===== src/shared/mcuvl_pkg.sv =====
// Package: constants for the firmware update validate and load block
// Assumes: one 50 MHz clock, model-register port driven by the core
package mcuvl_pkg;
  // ****************************************************************
  // Register addresses and fields
  // ****************************************************************
  localparam logic [31:0] ADDR_PLATFORM_ID   = 32'h0000_0017;
  localparam logic [31:0] ADDR_LOAD_TRIGGER  = 32'h0000_0079;
  localparam int          PLAT_LSB           = 50;
  localparam int          PLAT_MSB           = 52;
  localparam int          PLAT_W             = 3;
  localparam logic [31:0] HDR_VERSION_ONE    = 32'h0000_0001;
  localparam logic [31:0] LOADER_REV_ONE     = 32'h0000_0001;
  localparam logic [63:0] DATA_OFFSET        = 64'h0000_0000_0000_0030;
  localparam logic [63:0] ALIGN_MASK         = 64'h0000_0000_0000_000F;
  // ****************************************************************
  // Header layout in words, and sizes
  // ****************************************************************
  localparam logic [15:0] WIDX_HDR_VER       = 16'h0000;
  localparam logic [15:0] WIDX_LOADER_REV    = 16'h0005;
  localparam logic [15:0] WIDX_FLAGS         = 16'h0006;
  localparam logic [15:0] WIDX_DATA_SIZE     = 16'h0007;
  localparam logic [15:0] WIDX_TOTAL_SIZE    = 16'h0008;
  localparam logic [15:0] DEFAULT_WORDS      = 16'h0200;
  localparam logic [31:0] KBYTE_MASK         = 32'h0000_03FF;
  localparam logic [31:0] SUM_ZERO           = 32'h0000_0000;
  localparam logic [2:0]  TOTAL_SHIFT        = 3'h2;
  // ****************************************************************
  // Loader states, Gray along the usual path
  // ****************************************************************
  typedef enum logic [2:0]
  {
    MCUVL_IDLE  = 3'h0,
    MCUVL_SUM   = 3'h1,
    MCUVL_CHECK = 3'h3,
    MCUVL_DONE  = 3'h2
  } mcuvl_state_t;
endpackage


===== src/hdl/mcuvl_word_sum.sv =====
// Word sum: wrapping 32-bit unsigned accumulator over image words
// Assumes: caller clears before a pass and presents one word per strobe
`timescale 1ns/100ps
module mcuvl_word_sum
(
  input  wire logic        i_clock,
  input  wire logic        i_rst,
  input  wire logic        i_clear,
  input  wire logic        i_add,
  input  wire logic [31:0] i_word,
  output logic      [31:0] o_sum
);
  logic [31:0] word_sum_accumulator;
  logic [31:0] next_word_sum_accumulator;

  // ****************************************************************
  // Accumulate
  // ****************************************************************
  always_comb
  begin
    next_word_sum_accumulator = word_sum_accumulator;
    if (i_clear)
    begin
      next_word_sum_accumulator = mcuvl_pkg::SUM_ZERO;
    end
    else if (i_add)
    begin
      next_word_sum_accumulator = word_sum_accumulator + i_word;
    end
  end

  always_ff @(posedge i_clock)
  begin
    if (i_rst)
    begin
      word_sum_accumulator <= mcuvl_pkg::SUM_ZERO;
    end
    else
    begin
      word_sum_accumulator <= next_word_sum_accumulator;
    end
  end

  assign o_sum = word_sum_accumulator;
endmodule


===== src/hdl/mcuvl_top.sv =====
// Top: platform id register, load trigger, image check and load
// Assumes: core drives model-register reads and writes, image memory
// answers one word per valid pulse at the fetched word index
//
// Function
// - Platform id is 64-bit read-only at model address 17H, quadword reads.
// - Bits 52:50 hold platform value; all other bits reserved, read zero.
// - Image fits platform only when flag bit chosen by platform value set.
// - Trigger sequence depends on loader revision; revision one supported.
// - Write to 79H holds update data address, image start plus 48.
// - Hard reset discards loaded update; loader repeats it.
// - INIT keeps loaded update; reloading same update has no side effect.
`timescale 1ns/100ps
module mcuvl_top
(
  input  wire logic        i_clock,
  input  wire logic        i_rst,
  input  wire logic        i_init,
  input  wire logic [2:0]  i_platform_strap,
  input  wire logic        i_mreg_rd,
  input  wire logic        i_mreg_wr,
  input  wire logic [31:0] i_mreg_addr,
  input  wire logic [63:0] i_mreg_wdata,
  output logic      [63:0] o_mreg_rdata,
  output logic             o_mreg_rvalid,
  output logic      [63:0] o_img_addr,
  output logic             o_img_rd,
  input  wire logic [31:0] i_img_word,
  input  wire logic        i_img_valid,
  output logic             o_busy,
  output logic             o_update_loaded,
  output logic             o_load_ok,
  output logic             o_load_reject
);
  // ****************************************************************
  // State
  // ****************************************************************
  mcuvl_pkg::mcuvl_state_t state;
  mcuvl_pkg::mcuvl_state_t next_state;
  logic [2:0]  platform;
  logic [63:0] base;
  logic [63:0] next_base;
  logic [15:0] widx;
  logic [15:0] next_widx;
  logic [15:0] nwords;
  logic [15:0] next_nwords;
  logic [31:0] hdr_ver;
  logic [31:0] next_hdr_ver;
  logic [31:0] ldr_rev;
  logic [31:0] next_ldr_rev;
  logic [31:0] flags;
  logic [31:0] next_flags;
  logic [31:0] tsize;
  logic [31:0] next_tsize;
  logic        loaded;
  logic        next_loaded;
  logic        ok;
  logic        next_ok;
  logic        rej;
  logic        next_rej;
  logic        rd;
  logic        next_rd;
  logic        rvalid;
  logic        next_rvalid;
  logic [63:0] rdata;
  logic [63:0] next_rdata;
  logic        sum_clear;
  logic        sum_add;
  logic [31:0] sum;
  logic        trig;
  logic        good;

  mcuvl_word_sum mcuvl_word_sum_inst
  (
    .i_clock (i_clock),
    .i_rst   (i_rst),
    .i_clear (sum_clear),
    .i_add   (sum_add),
    .i_word  (i_img_word),
    .o_sum   (sum)
  );

  // ****************************************************************
  // Platform strap, registered on every clock, reset has no effect
  // ****************************************************************
  always_ff @(posedge i_clock)
  begin
    platform <= i_platform_strap;
  end

  // ****************************************************************
  // Register port and load sequencer
  // ****************************************************************
  assign trig = i_mreg_wr && (i_mreg_addr == mcuvl_pkg::ADDR_LOAD_TRIGGER);
  assign good = (sum == mcuvl_pkg::SUM_ZERO)
             && (hdr_ver == mcuvl_pkg::HDR_VERSION_ONE)
             && (ldr_rev == mcuvl_pkg::LOADER_REV_ONE)
             && flags[platform]
             && ((tsize & mcuvl_pkg::KBYTE_MASK) == mcuvl_pkg::SUM_ZERO)
             && ((base & mcuvl_pkg::ALIGN_MASK) == 64'h0);

  always_comb
  begin
    next_state  = state;
    next_base   = base;
    next_widx   = widx;
    next_nwords = nwords;
    next_hdr_ver = hdr_ver;
    next_ldr_rev = ldr_rev;
    next_flags  = flags;
    next_tsize  = tsize;
    next_loaded = loaded;
    next_ok     = ok;
    next_rej    = rej;
    next_rd     = 1'b0;
    next_rvalid = 1'b0;
    next_rdata  = rdata;
    sum_clear   = 1'b0;
    sum_add     = 1'b0;
    if (i_mreg_rd)
    begin
      next_rvalid = 1'b1;
      next_rdata  = 64'h0;
      if (i_mreg_addr == mcuvl_pkg::ADDR_PLATFORM_ID)
      begin
        next_rdata[mcuvl_pkg::PLAT_MSB:mcuvl_pkg::PLAT_LSB] = platform;
      end
    end
    case (state)
      mcuvl_pkg::MCUVL_IDLE:
      begin
        if (trig)
        begin
          next_base   = i_mreg_wdata - mcuvl_pkg::DATA_OFFSET;
          next_widx   = 16'h0000;
          next_nwords = mcuvl_pkg::DEFAULT_WORDS;
          next_ok     = 1'b0;
          next_rej    = 1'b0;
          next_rd     = 1'b1;
          sum_clear   = 1'b1;
          next_state  = mcuvl_pkg::MCUVL_SUM;
        end
      end
      mcuvl_pkg::MCUVL_SUM:
      begin
        next_rd = 1'b1;
        if (i_img_valid)
        begin
          sum_add = 1'b1;
          if (widx == mcuvl_pkg::WIDX_HDR_VER)
            next_hdr_ver = i_img_word;
          if (widx == mcuvl_pkg::WIDX_LOADER_REV)
            next_ldr_rev = i_img_word;
          if (widx == mcuvl_pkg::WIDX_FLAGS)
            next_flags = i_img_word;
          if (widx == mcuvl_pkg::WIDX_TOTAL_SIZE)
            next_tsize = i_img_word;
          if (widx == mcuvl_pkg::WIDX_DATA_SIZE && i_img_word != 32'h0)
            next_nwords = 16'hFFFF;
          if (widx == mcuvl_pkg::WIDX_TOTAL_SIZE && nwords == 16'hFFFF)
            next_nwords = 16'(i_img_word >> mcuvl_pkg::TOTAL_SHIFT);
          next_widx = widx + 16'h0001;
          // A count at or below the index ends the pass, no wrap
          if ((widx + 16'h0001) >= next_nwords)
          begin
            next_rd    = 1'b0;
            next_state = mcuvl_pkg::MCUVL_CHECK;
          end
        end
      end
      mcuvl_pkg::MCUVL_CHECK:
      begin
        next_ok     = good;
        next_rej    = !good;
        next_loaded = loaded || good;
        next_state  = mcuvl_pkg::MCUVL_DONE;
      end
      default:
      begin
        next_state = mcuvl_pkg::MCUVL_IDLE;
      end
    endcase
    // INIT stops a pass but keeps the loaded update
    if (i_init)
    begin
      next_state = mcuvl_pkg::MCUVL_IDLE;
      next_rd    = 1'b0;
    end
  end

  always_ff @(posedge i_clock)
  begin
    if (i_rst)
    begin
      state   <= mcuvl_pkg::MCUVL_IDLE;
      base    <= 64'h0;
      widx    <= 16'h0000;
      nwords  <= 16'h0000;
      hdr_ver <= 32'h0;
      ldr_rev <= 32'h0;
      flags   <= 32'h0;
      tsize   <= 32'h0;
      loaded  <= 1'b0;
      ok      <= 1'b0;
      rej     <= 1'b0;
      rd      <= 1'b0;
      rvalid  <= 1'b0;
      rdata   <= 64'h0;
    end
    else
    begin
      state   <= next_state;
      base    <= next_base;
      widx    <= next_widx;
      nwords  <= next_nwords;
      hdr_ver <= next_hdr_ver;
      ldr_rev <= next_ldr_rev;
      flags   <= next_flags;
      tsize   <= next_tsize;
      loaded  <= next_loaded;
      ok      <= next_ok;
      rej     <= next_rej;
      rd      <= next_rd;
      rvalid  <= next_rvalid;
      rdata   <= next_rdata;
    end
  end

  // ****************************************************************
  // Outputs; INIT leaves the loaded update untouched
  // ****************************************************************
  logic [63:0] img_addr;
  logic        busy;
  always_ff @(posedge i_clock)
  begin
    if (i_rst)
    begin
      img_addr <= 64'h0;
      busy     <= 1'b0;
    end
    else
    begin
      img_addr <= next_base + {46'h0, next_widx, 2'h0};
      busy     <= (next_state != mcuvl_pkg::MCUVL_IDLE);
    end
  end

  assign o_mreg_rdata    = rdata;
  assign o_mreg_rvalid   = rvalid;
  assign o_img_addr      = img_addr;
  assign o_img_rd        = rd;
  assign o_busy          = busy;
  assign o_update_loaded = loaded;
  assign o_load_ok       = ok;
  assign o_load_reject   = rej;
endmodule


===== config.mk =====
export PLATFORM = sky130hd
export DESIGN_NAME = mcuvl_top
export DESIGN_NICKNAME = d
export VERILOG_FILES = /design/src/shared/mcuvl_pkg.sv /design/src/hdl/mcuvl_word_sum.sv /design/src/hdl/mcuvl_top.sv
export SDC_FILE = /design/constraint.sdc
export NUM_CORES = 1
export LEC_CHECK = 0
export ABC_AREA = 0
export BUFFER_PORTS_ARGS = -buffer_cell sky130_fd_sc_hd__buf_2
export CAP_MARGIN = 20
export CORE_MARGIN = 8
export CORE_UTILIZATION = 34
export CTS_BUF_LIST = sky130_fd_sc_hd__clkbuf_2 sky130_fd_sc_hd__clkbuf_4 sky130_fd_sc_hd__clkbuf_8
export CTS_CLUSTER_SIZE = 25
export DETAILED_ROUTE_END_ITERATION = 8
export GPL_ROUTABILITY_DRIVEN = 0
export SKIP_LAST_GASP = 1
export SYNTH_ARGS = -nofsm -noshare
export SYNTH_HDL_FRONTEND = slang
export SYNTH_SLANG_ARGS = --single-unit

===== constraint.sdc =====
create_clock -name i_clock -period 6.2 [get_ports i_clock]
set_clock_uncertainty 0.15 [all_clocks]
set_input_delay 0.93 -clock i_clock [delete_from_list [all_inputs] [get_ports i_clock]]
set_output_delay 0.93 -clock i_clock [all_outputs]
set_load 0.03 [all_outputs]

* Word level (Yosys, flattened, before mapping)
Cells that the tools add are included.
Word-level totals: logic and storage cells 95, flip-flop bits (word level) 289, input bits 137, output and inout bits 134
Cells by class: eq/ne operators 13, $add $sub $neg 4, $lt $le $gt $ge 2, reductions and logical operators 27, multiplexer cells 31
Operators with widths (number):
- $mux 16 | 8
- $mux 64 | 2
- $add 64x18->64 | 1
- $eq 32x1->1 const B | 2
- $logic_not 32->1 | 2
- $logic_not 64->1 | 1
- $pmux 16 s2 | 2
- $sub 64x6->64 const B | 1
- $eq 16x3->1 const B | 3
- $add 32x32->32 | 1
- $eq 32x5->1 const B | 1
- $eq 32x7->1 const B | 1
- $reduce_bool 32->1 | 1
- $add 16x1->16 const B | 1
- $eq 16x16->1 const B | 1
- $eq 16x4->1 const B | 1
- $ge 16x16->1 | 1
- $logic_not 16->1 | 1
- $mux 3 | 5
- $reduce_and 3->1 | 5
- $mux 1 | 9
- $pmux 3 s3 | 1
- $logic_and 1x1->1 | 8
- $lt 3x6->1 const B | 1
- other kinds (12) | 17

* Longest topological paths before layout
Gate-level depths: netlist of run 1.
word-level depth 12, depth in mapped cells 23, depth with buffers taken out 18

* Hierarchy
A second synthesis of run 1 with hierarchy kept.
Second synthesis, totals: cells, all modules 2056, area, all modules 16668.5 um^2
By module, submodules not included:
- mcuvl_top | cells each 1722, seq. area each 5104.9 um^2, times used 1, area each 13863.3 um^2
- mcuvl_word_sum | cells each 334, seq. area each 640.6 um^2, times used 1, area each 2805.2 um^2

* Worst setup path before layout of run 1
Ideal clock, no wire load.
path type input port to flip-flop, from input port i_mreg_addr[18], to register img_addr[49] (netlist: o_img_addr[49]), path buffers 7, path slack -159 ps, data required time 5918 ps, data arrival time 6077 ps, setup time 132 ps, stages 22, cell sequence nor4b_1 -> and4_1 -> clkbuf_1 -> and3_1 -> clkbuf_1 -> clkbuf_1 -> buf_1 -> buf_1 -> mux2i_1 -> inv_1 -> ha_1 -> a211oi_1 -> o21a_1 -> a2111oi_0 -> o21a_1 -> o32a_1 -> a21bo_2 -> clkbuf_1 -> nor4b_2 -> buf_4 -> a31o_2 -> a21oi_1
Between the ends: cells in the longest elaborated chain, start to end 5, elaborated cells between the ends (all ways) 7, classes of those cells add/sub (1); eq/ne (1); mux (4); reduce/logical (1)
RTL lines:
- start, declared | RTL line mcuvl_top.sv:22 | input wire logic [31:0] i_mreg_addr,
- $eq 32x7->1 | RTL line mcuvl_top.sv:94 | assign trig = i_mreg_wr && (i_mreg_addr == mcuvl_pkg::ADDR_LOAD_TRIGGER);
- $logic_and 1x1->1 | RTL line mcuvl_top.sv:94
- $mux 64 | RTL line mcuvl_top.sv:132 | if (trig)
- $mux 64 | RTL line mcuvl_top.sv:129 | case (state)
- named net next_base[3] | RTL line mcuvl_top.sv:42 | logic [63:0] next_base;
- $add 64x18->64 | RTL line mcuvl_top.sv:243 | img_addr <= next_base + {46'h0, next_widx, 2'h0};
- end signal, assigned | RTL line mcuvl_top.sv:243
- end, declared | RTL line mcuvl_top.sv:232 | logic [63:0] img_addr;
The timed path passes the listed nets, and every way through them passes these cells. A chain may end at the register's enable or synchronous reset.

* Final worst setup path of run 1
from register state[2], to register img_addr[62] (netlist: o_img_addr[62])
Between the ends: cells in the longest elaborated chain, start to end 3, elaborated cells between the ends (all ways) 5, classes of those cells add/sub (1); eq/ne (1); mux (2); reduce/logical (1)
RTL lines:
- start, declared | RTL line mcuvl_top.sv:38 | mcuvl_pkg::mcuvl_state_t state;
- start signal, assigned | RTL line mcuvl_top.sv:195 | state <= mcuvl_pkg::MCUVL_IDLE;
- start signal, assigned | RTL line mcuvl_top.sv:212 | state <= next_state;
- $logic_not 3->1 | RTL line mcuvl_top.sv:129
- $mux 64 | RTL line mcuvl_top.sv:129
- named net next_base[2] | RTL line mcuvl_top.sv:42
- $add 64x18->64 | RTL line mcuvl_top.sv:243
The timed path passes the listed nets, and every way through them passes these cells.

==> summary.md, run 1 <==
| Metric | Value |
|---|---|
| Synth Area per Inst | `7.918 um^2` |
| Largest net degree at the start of global routing | `78` |
| CP arrival | `between 5 and 6 ns` |
| DIE AREA | `between 50,000 and 60,000 um^2` |
| Largest family of logic cells by synthesized area | `simple AND/OR/NAND/NOR gates` |
| Synth Area in Compound Gates | `around a fifth` |
| Hold Slack | `0.2812 ns` |
| TritonCTS buffer count | `52` |
| CP startpoint kind | `flop` |
| #FFs+latches synth | `287` |
| CTS Buffer Depth | `3` |
| Post-layout min period | `5.481 ns` |
| Seq/Total Area, Yosys | `a little over a third` |
| Max VDD drop | `roughly 0.14 mV` |
| Ant. Diodes | `0` |
| Slowest cell delay on critical path | `0.58 ns` |
| Clock Latency Late Sink | `approximately 0.64 ns` |
| Fill cells | `5,034` |
| Top FF cell, synth | `dfxtp_1` |
| Placement Rows | `81` |
| Critical path class | `flop to flop` |
| Synth async-reset ratio | `0%` |
| Area of the core | `48,550 um^2` |
| Vias in the first global route | `~16,000` |
| Gate count after technology mapping | `about 2,100` |
| Area grow syn2layout | `15.88%` |
| Die W | `236.7 um` |
| DR WL/cell | `between 15 and 20 um` |
| Footprint of the multi-input gates | `10,090 um^2` |
| Final antenna-violating net count | `0` |
| Unique masters post-synth | `86` |
| DIE HEIGHT | `around 240 um` |
| Status | `complete, no violations` |
| Post-CTS Resized | `0` |
| Crit share post-route | `88.40%` |
| Port bufs | `209` |
| GRT overflow | `0` |
| Crit-path slowest cell | `nor3_1` |
| CP endpoint kind | `flop` |
| Slew Limit Fails | `0` |
| Setup tns final | `0 ns` |
| Initial core utilization | `34.12%` |
| Num ports | `between 200 and 300` |
| Setup bufs post-CTS | `0` |
| Synth Area in Adders | `under 10%` |
| Root buffer selected by CTS | `clkbuf_8` |
| DRT Pass-1 Iters | `5` |
| Leakage | `7.575 nW` |
| Final setup viols | `0` |
| Fmax achieved | `roughly 180 MHz` |
| H-tree depth | `2` |
| Layout cells sized above 1 | `17.16%` |
| Mux share of post-synthesis cell area | `under 10%` |
| Post-CTS Hold Buffers | `0` |
| Total GRT Usage | `18.59%` |
| Clock sink count | `287` |
| Initial antenna violation count | `1` |
| Number of synthesized flops with an enable pin | `0` |
| Worst slew pin tran | `approximately 0.79 ns` |
| RSZ-0062 raised after global routing | `false` |
| Routed wire length | `54,720 um` |
| Xor/xnor share of the synthesized area | `5.023%` |
| Post-Synth Simple-Gate Area | `27.82%` |
| Crit path required time | `6.58 ns` |
| Slew HR | `47.15%` |
| Crit Path Max Fanout | `33` |
| Via count | `16,190` |
| FF/Latch Area | `5746 um^2` |
| Total of max-cap violations | `0` |
| CTS tree | `yes` |
| Post-route worst setup slack | `0.7193 ns` |
| CP cell instances | `nor3_1, and4_1, and3_2, buf_4, nand2_1, nand2_1, ha_1, inv_1, fa_1, nand2b_1, a21oi_1, o211ai_1, a31oi_1, o22ai_1, a21oi_1, buf_4, nand4_2, nor4_2, mux2_1` |
| Final HPWL DP | `40,970 um` |
| Detailed Route Iter0 Violations | `1,258` |
| Routed vias/inst | `around 5.5` |
| # nets final | `2,481` |
| Placement Setup Slack | `about 0.20 ns` |
| Ys Warns | `0` |
| Final hold vios | `0` |
| First-pass GRT wire length | `85,480 um` |
| CTS clk-pin slew, worst paths | `0.06 ns` |
| Detailed-route DRC error count | `0` |
| Power per cell area | `213.1 nW/um^2` |
| Tightest Hold Check Type | `primary input to flop` |
| Post-Synthesis Cell Area | `16,560 um^2` |
==> per-stage QoR <==
stage / power, W / instances / area [um^2] / utilization, %
floorplan: 0.002067 / 2153 / 16800 / -
global placement: 0.002159 / 2838 / 17960 / 37.00
detailed placement: 0.002164 / 2841 / 18050 / 37.17
CTS: 0.004140 / 2934 / 19190 / 39.53
global route: 0.004243 / 2935 / 19200 / 39.54
finish: 0.004091 / 2935 / 19200 / 39.54
==> state kept, by name (all words and copies together) (netlist names) <==
name	count
base	64
o_img_addr	62
hdr_ver	32
ldr_rev	32
mcuvl_word_sum_inst.o_sum	32
nwords	16
widx	16
tsize	10
flags	8
o_mreg_rdata	3
platform	3
state	3
o_busy	1
o_img_rd	1
o_load_ok	1
o_load_reject	1
o_mreg_rvalid	1
o_update_loaded	1
==> worst max-delay path, delay by kind of cell, from the launching register on <==
family	cells	cell delay (ns)
simple gates	8	2.13
buf+inv	3	0.61
flops	1	0.34
mux	1	0.34
compound gates	5	1.23
fa+ha+maj	2	0.58
==> worst paths after layout <==
check	from	end	slack, ns	cells after the start
setup / recovery	state[2]	o_img_addr[62]	0.72	19
hold / removal	i_platform_strap[2]	platform[2]	0.28	1
setup reg to reg	state[2]	o_img_addr[62]	0.72	19
hold reg to reg	hdr_ver[6]	hdr_ver[6]	0.30	2
==> cell usage in the layout (no fill, tap or decap), drive strengths merged, types with 15 or more instances in the layout <==
cell type / instances
a31o: 19
dfxtp: 287
and2: 41
nand4: 50
nor3: 47
o21a: 16
a31oi: 31
xor2: 41
o211ai: 15
nand3: 59
o21ai: 80
nand2: 285
mux2i: 25
clkbuf: 78
buf: 238
conb: 62
xnor2: 54
and3: 25
a21o: 23
inv: 28
or3: 19
o22ai: 19
nor4: 77
a21oi: 197
nor2: 212
o31ai: 20
ha: 68
or4: 18
==> area by class of cell <==
class                           count  share of cell area, %
Timing Repair Buffer              238                  6.994
Sequential cell                   287                  29.93
Multi-Input combinational cell   1669                  52.56
Inverter                           26                 0.5084
Tap cell                          622                  4.054
Clock inverter                     15                 0.7170
Clock buffer                       78                  5.234
==> synth_stat cells, types with 17 or more instances <==
library cell | number | area share, %
inv_1 | 26 | 0.59
clkbuf_1 | 94 | 2.1
and2_1 | 41 | 1.5
nand4_1 | 47 | 1.8
nor4_1 | 68 | 2.6
or3_1 | 19 | 0.72
o31ai_1 | 20 | 0.91
ha_1 | 68 | 5.1
a31oi_1 | 31 | 1.2
nand2_1 | 285 | 6.5
and3_1 | 25 | 0.94
xor2_1 | 41 | 2.2
o21ai_0 | 79 | 2.4
nor2_1 | 212 | 4.8
nor3_1 | 42 | 1.3
xnor2_1 | 54 | 2.9
a21o_1 | 23 | 1.0
o22ai_1 | 19 | 0.72
a21oi_1 | 197 | 6.0
or4_1 | 17 | 0.77
nand3_1 | 59 | 1.8
buf_4 | 64 | 2.9
mux2i_1 | 25 | 1.5
dfxtp_1 | 287 | 35
==> kinds of logic after synthesis <==
logic type,count (synthesis)
multiplexers,34
flip-flops,287
XOR/XNOR,95
buffers and inverters,197
other,1
adder cells (fa/ha/maj),70
AND/OR/NAND/NOR,911
AO/OA/AOI/OAI,497
==> per-layer routing <==
metal	vias up	GRT usage (%)	part of all wire, %
met1	7633	24.15	44
met3	115	4.697	8.0
met4	2	6.628	3.1
li1	7829	-	-
met5	-	0	0.016
met2	611	29.62	45
==> report_power, final <==
part | internal [W] | switching (W) | leakage, nW | total [W]
combinational | 0.0000769 | 0.000205 | 4.65 | 0.000282
clock | 0.00112 | 0.000840 | 0.610 | 0.00196
sequential | 0.00185 | 0.00000205 | 2.31 | 0.00185
total | 0.00304 | 0.00105 | 7.58 | 0.00409
Power figures use the tool's default switching activity.
==> inputs of run 2 (changes only) <==
--- a/config.mk
+++ b/config.mk
@@ -8,7 +8,7 @@
 export ABC_AREA = 0
 export BUFFER_PORTS_ARGS = -buffer_cell sky130_fd_sc_hd__buf_2
 export CAP_MARGIN = 20
-export CORE_MARGIN = 8
+export CORE_MARGIN = 3
 export CORE_UTILIZATION = 34
 export CTS_BUF_LIST = sky130_fd_sc_hd__clkbuf_2 sky130_fd_sc_hd__clkbuf_4 sky130_fd_sc_hd__clkbuf_8
 export CTS_CLUSTER_SIZE = 25
==> constraint.sdc (replaced) <==
create_clock -name i_clock -period 6.1 [get_ports i_clock]
set_clock_uncertainty 0.15 [all_clocks]
set_input_delay 0.915 -clock i_clock [delete_from_list [all_inputs] [get_ports i_clock]]
set_output_delay 0.915 -clock i_clock [all_outputs]
set_load 0.03 [all_outputs]
==> summary.md, run 2 (synthesis gave the netlist of run 1 again) <==
| Metric | Value |
|---|---|
| Num ports | `271 (unchanged)` |
| Routed vias/inst | `5.508 (-0.15%)` |
| GRT overflow | `0 (unchanged)` |
| Layout cells sized above 1 | `17.34% (+0.18 points)` |
| Tightest Hold Check Type | `primary input to flop` |
| Worst slew pin tran | `0.8010 ns (+0.008224 ns)` |
| Hold path depth | `1 (unchanged)` |
| DIE HEIGHT | `226.7 um (-4.2%)` |
| Slowest cell delay on critical path | `0.58 ns (about the same)` |
| Max VDD drop | `0.1391 mV (-1.2%)` |
| Area after DPL | `18,010 um^2 (-0.19%)` |
| Final HPWL DP | `39,400 um (-3.8%)` |
| Power per cell area | `221.3 nW/um^2 (+3.8%)` |
| Switching share of power | `24.94% (-0.66 points)` |
| Clock Latency Late Sink | `0.65 ns (about the same)` |
| CTS tree | `yes` |
| Max layer used | `met5` |
| TritonCTS buffer count | `53 (+1.9%)` |
| CTS Buffer Depth | `3 (unchanged)` |
| Reg-to-reg critical path endpoint | `o_img_addr[63]` |
| Slew Limit Fails | `0 (unchanged)` |
| Worst R2R Path Depth | `17 (-2)` |
| Crit-path slowest cell | `a2111oi_0` |
| # nets final | `2,485 (+0.16%)` |
| Crit share post-route | `89.42% (+1.0 points)` |
| CTS clk-pin slew, worst paths | `0.06 ns (about the same)` |
| Hold Crit Endpoint | `platform[1]` |
| Gate power share | `6.8% (about the same)` |
| Reg-to-reg slack, setup | `0.65 ns (-0.07 ns)` |
| Sequential share of power | `44.1% (-1.1 points)` |
| Routed wire length | `53,870 um (-1.6%)` |
| Cell Int Power | `0.003198 W (+5.1%)` |
| Die W | `226.7 um (-4.2%)` |
| CP most frequent cell | `o21a_1` |
| Met1 WL | `23,870 um (-0.54%)` |
| Commonest non-fill, non-tap cell in the layout | `dfxtp_1` |
| First-pass GRT wire length | `82,630 um (-3.3%)` |
| CP startpoint kind | `flop` |
| CP endpoint kind | `flop` |
| Clock sink count | `287 (unchanged)` |
| Clock power share | `49.1% (+1.2 points)` |
| Setup tns final | `0 ns (unchanged)` |
| Max reg flops | `64 (unchanged)` |
| Detailed-route DRC error count | `0 (unchanged)` |
| Post-layout min period | `5.455 ns (-0.02588 ns)` |
| Slew HR | `46.14% (-1.0 points)` |
| Port bufs | `209 (unchanged)` |
| Fill cells | `4,901 (-2.6%)` |
| DIE AREA | `51,400 um^2 (-8.3%)` |
| Hold Startpoint | `i_platform_strap[1]` |
| Initial core utilization | `34.55% (+0.43 points)` |
| Final setup viols | `0 (unchanged)` |
| CP cell instances | `nor3_1, and4_1, buf_4, nand3_2, buf_12, nand2_1, o21ai_0, ha_1, o211ai_1, o21a_1, a2111oi_0, o21a_1, o32a_1, nor3b_1, nand4_4, nor4b_1, mux2_2` |
| Metal2 WL | `24,410 um (-0.98%)` |
| Setup bufs post-CTS | `0 (unchanged)` |
| DRT Pass-1 Iters | `5 (unchanged)` |
| DR WL/cell | `18.36 um (-1.5%)` |
| Post-CTS Resized | `0 (unchanged)` |
| Initial antenna violation count | `3 (+2)` |
| H-tree depth | `2 (unchanged)` |
| Register name with the most flops | `base` |
| Final hold vios | `0 (unchanged)` |
| Area grow syn2layout | `16.24%` |
| Final antenna-violating net count | `0 (unchanged)` |
| Status | `complete, no violations` |
| Critical path class | `flop to flop` |
| CP arrival | `5.82 ns (-0.04 ns)` |
| Largest net degree at the start of global routing | `107 (+37%)` |
| RSZ-0062 raised after global routing | `false` |
| Total GRT Usage | `20.12% (+1.5 points)` |
| Net Sw Power | `0.001062 W (+1.5%)` |
| Reg2Reg Launch Point | `state[0]` |
| DR WL met3 | `4043 um (-7.8%)` |
| Via count | `16,161 (-0.18%)` |
| Detailed Route Iter0 Violations | `1,330 (+5.7%)` |
| Placement Rows | `80 (-1.2%)` |
| Area of the core | `47,950 um^2 (-1.2%)` |
| Commonest cells after routing, fill and taps aside | `dfxtp_1 (287), nand2_1 (285), nor2_1 (212)` |
| Root buffer selected by CTS | `clkbuf_8` |
| Crit path required time | `6.47 ns (-0.11 ns)` |
| Post-CTS Hold Buffers | `0 (unchanged)` |
| Fmax achieved | `183.3 MHz (+0.47%)` |
| Leakage | `7.603 nW (+0.36%)` |
| Final instance area | `19,250 um^2 (+0.31%)` |
| Total of max-cap violations | `0 (unchanged)` |
| Vias in the first global route | `15,036 (-4.1%)` |
| Crit Path Max Fanout | `62 (+88%)` |
-- run 2: final cells by class --
class | count | area [um^2] | share of cell area [%]
timing repair buffer | 241 | 1345 | 6.986
antenna | 1 | 2.502 | 0.01300
tap | 615 | 769.5 | 3.996
clock inverter | 8 | 120.1 | 0.6238
clock buffer | 87 | 1085 | 5.634
inverter | 26 | 97.59 | 0.5069
multi-input combinational | 1669 | 10090 | 52.40
sequential | 287 | 5746 | 29.84
-- run 2: worst max-delay path by stage --
stage                               start        endpoint  slack [ns]
after floorplan           i_mreg_addr[18]  o_img_addr[49]        0.06
after global placement     i_mreg_addr[1]  o_img_addr[63]        0.25
after detailed placement   i_mreg_addr[1]  o_img_addr[57]        0.16
after CTS                        state[2]  o_img_addr[63]        0.66
after global routing             state[2]  o_img_addr[63]        0.24
final                            state[0]  o_img_addr[63]        0.65
-- run 2: through the flow --
stage,util [%],instances,total power (W),hold slack [ns],setup WS (ns)
after floorplan,-,2153,0.002101,0.2808,0.06072
after global placement,37.51,2835,0.002198,0.2914,0.2535
after detailed placement,37.57,2836,0.002200,0.2972,0.1620
after CTS,40.08,2931,0.004303,0.2023,0.6569
after global routing,40.15,2933,0.004414,0.2174,0.2384
final,40.16,2934,0.004261,0.2507,0.6452
-- run 2: critical path, delay by kind of cell (launching register included) --
| family | cells | cell delay (ns) |
|---|---|---|
| AO/OA/AOI/OAI | 6 | 1.54 |
| adder cells (fa/ha/maj) | 1 | 0.38 |
| buffers and inverters | 2 | 0.45 |
| flip-flops | 1 | 0.38 |
| multiplexers | 1 | 0.38 |
| AND/OR/NAND/NOR | 7 | 2.05 |
-- run 2: power groups by stage --
stage	clock [W]	sequential (W)	combinational, W
4_1_cts	0.00214	0.00188	0.000281
6_report	0.00209	0.00188	0.000289
3_3_place_gp	0	0.00192	0.000278
5_1_grt	0.00223	0.00188	0.000309
2_1_floorplan	0	0.00192	0.000182
3_5_place_dp	0	0.00192	0.000281
-- run 2: layer usage --
metal,global-route usage [%],vias to the layer above
li1,-,7812
met1,27.58,7606
met2,32.05,636
met3,3.547,103
met4,6.661,4
met5,0,-
==> inputs of run 3 (changes only) <==
==> constraint.sdc (replaced) <==
create_clock -name i_clock -period 5.6 [get_ports i_clock]
set_clock_uncertainty 0.15 [all_clocks]
set_input_delay 0.84 -clock i_clock [delete_from_list [all_inputs] [get_ports i_clock]]
set_output_delay 0.84 -clock i_clock [all_outputs]
set_load 0.03 [all_outputs]
==> summary.md, run 3 (synthesis gave the netlist of run 1 again) <==
| Metric | Value |
|---|---|
| CTS tree | `yes` |
| CP startpoint kind | `flop` |
| Port bufs | `209 (unchanged)` |
| GRT overflow | `0 (unchanged)` |
| Fill cells | `4,935 (+0.69%)` |
| Max VDD drop | `0.1480 mV (+6.4%)` |
| DR WL/cell | `18.30 um (-0.31%)` |
| Via count | `16,169 (+0.050%)` |
| Die W | `226.7 um (unchanged)` |
| Crit share post-route | `92.32% (+2.9 points)` |
| Area grow syn2layout | `16.19% (about the same)` |
| Setup tns final | `0 ns (unchanged)` |
| Num ports | `271 (unchanged)` |
| Final setup viols | `0 (unchanged)` |
| Vias in the first global route | `15,037 (+0.0067%)` |
| Final core utilization | `40.14% (about the same)` |
| First-pass GRT wire length | `82,270 um (-0.43%)` |
| Crit Path Max Fanout | `5 (-92%)` |
| Routed wire length | `53,870 um (about the same)` |
| CTS Buffer Depth | `3 (unchanged)` |
| Post-CTS Hold Buffers | `0 (unchanged)` |
| Area of the core | `47,950 um^2 (unchanged)` |
| Clock Latency Late Sink | `0.63 ns (-0.02 ns)` |
| DIE HEIGHT | `226.7 um (unchanged)` |
| Largest net degree at the start of global routing | `82 (-23%)` |
| Post-layout min period | `5.170 ns (-0.2849 ns)` |
| # nets final | `2,494 (+0.36%)` |
| Fmax achieved | `193.4 MHz (+5.5%)` |
| Register name with the most flops | `base` |
| Setup bufs post-CTS | `0 (unchanged)` |
| Final antenna-violating net count | `0 (unchanged)` |
| Layout cells sized above 1 | `17.75% (+0.41 points)` |
| DRT Pass-1 Iters | `5 (unchanged)` |
| Placement Rows | `80 (unchanged)` |
| Commonest non-fill, non-tap cell in the layout | `dfxtp_1` |
| Status | `complete, no violations` |
| CP endpoint kind | `flop` |
| Worst slew pin tran | `0.8362 ns (+0.03518 ns)` |
| RSZ-0062 raised after global routing | `false` |
| Detailed-route DRC error count | `0 (unchanged)` |
| Slew Limit Fails | `0 (unchanged)` |
| DIE AREA | `51,400 um^2 (unchanged)` |
| Initial antenna violation count | `4 (+1)` |
| Root buffer selected by CTS | `clkbuf_8` |
| Critical path class | `flop to flop` |
| Final hold vios | `0 (unchanged)` |
| Slew HR | `44.25% (-1.9 points)` |
| Detailed Route Iter0 Violations | `1,110 (-17%)` |
| Initial core utilization | `34.55% (unchanged)` |
| CP arrival | `5.53 ns (-0.29 ns)` |
| Post-CTS Resized | `0 (unchanged)` |
| Power per cell area | `233.1 nW/um^2 (+5.3%)` |
| Clock sink count | `287 (unchanged)` |
| Total of max-cap violations | `0 (unchanged)` |
| Leakage | `7.616 nW (+0.17%)` |
| Crit path required time | `5.96 ns (-0.51 ns)` |
| Final HPWL DP | `39,770 um (+0.94%)` |
| Hold Slack | `0.1879 ns (-0.06280 ns)` |
| Total GRT Usage | `20.07% (-0.058 points)` |
| Max reg flops | `64 (unchanged)` |
| Tightest Hold Check Type | `primary input to flop` |
| Commonest cells after routing, fill and taps aside | `dfxtp_1 (287), nand2_1 (285), nor2_1 (212)` |
| H-tree depth | `2 (unchanged)` |
| TritonCTS buffer count | `52 (-1.9%)` |
| CTS clk-pin slew, worst paths | `0.06 ns (about the same)` |
| Routed vias/inst | `5.494 (-0.26%)` |
## run 3: changes by cell type in the layout (fill, tap and decap cells not counted), moves of 2 or more
cell and change:
buf_4 +10, bufinv_16 -2, clkbuf_8 -4, clkinv_2 +6
## run 3: worst max-delay path: stages, from the launching register on
cell	delay, ns
dfxtp_1	0.34
nor3_1	0.62
and4_1	0.45
and3_2	0.30
mux2i_2	0.33
inv_1	0.08
ha_1	0.30
a211oi_1	0.08
o21a_1	0.25
a2111oi_2	0.44
o21a_1	0.21
o32a_1	0.25
nor3b_1	0.35
nand4_4	0.19
nor4b_1	0.33
mux2_2	0.38
## run 3: per-stage QoR
| stage | cell area [um^2] | setup slack, ns | total power (W) | instances |
|---|---|---|---|---|
| global placement | 18070 | -0.01298 | 0.002392 | 2845 |
| detailed placement | 18120 | -0.04795 | 0.002394 | 2847 |
| global route | 19240 | 0.04177 | 0.004658 | 2942 |
| finish | 19250 | 0.4301 | 0.004486 | 2943 |
| floorplan | 16820 | 0.009560 | 0.002289 | 2153 |
| CTS | 19240 | 0.4267 | 0.004538 | 2941 |
## run 3: cell type report
cell class	count	area [um^2]	area share [%]
multi-input cells	1669	10100	52.47
flip-flops and latches	287	5746	29.85
repair buffers	251	1420	7.378
clock buffers	83	1030	5.350
well taps	615	769.5	3.998
inverters	26	97.59	0.5071
clock inverters	11	82.58	0.4290
diodes	1	2.502	0.01300
## run 3: layer usage
layer / wire length (um) / vias to the layer above / global-route usage [%]
met4: 1492 / 4 / 6.009
met1: 23480 / 7591 / 26.68
met2: 24430 / 616 / 32.27
met3: 4440 / 120 / 4.842
met5: 26 / - / 0
li1: - / 7838 / -
## run 3: where the power goes
group	switching, W	internal (W)
combinational	0.000226	0.0000838
clock	0.000923	0.00121
sequential	0.00000216	0.00204
## run 3: path summary, 6_finish.rpt
check,from,to,depth (start not counted),slack (ns)
setup / recovery,state[2],o_img_addr[63],15,0.43
hold / removal,i_platform_strap[1],platform[1],1,0.19
hold reg to reg,ldr_rev[4],ldr_rev[4],2,0.30
setup reg to reg,state[2],o_img_addr[63],15,0.43
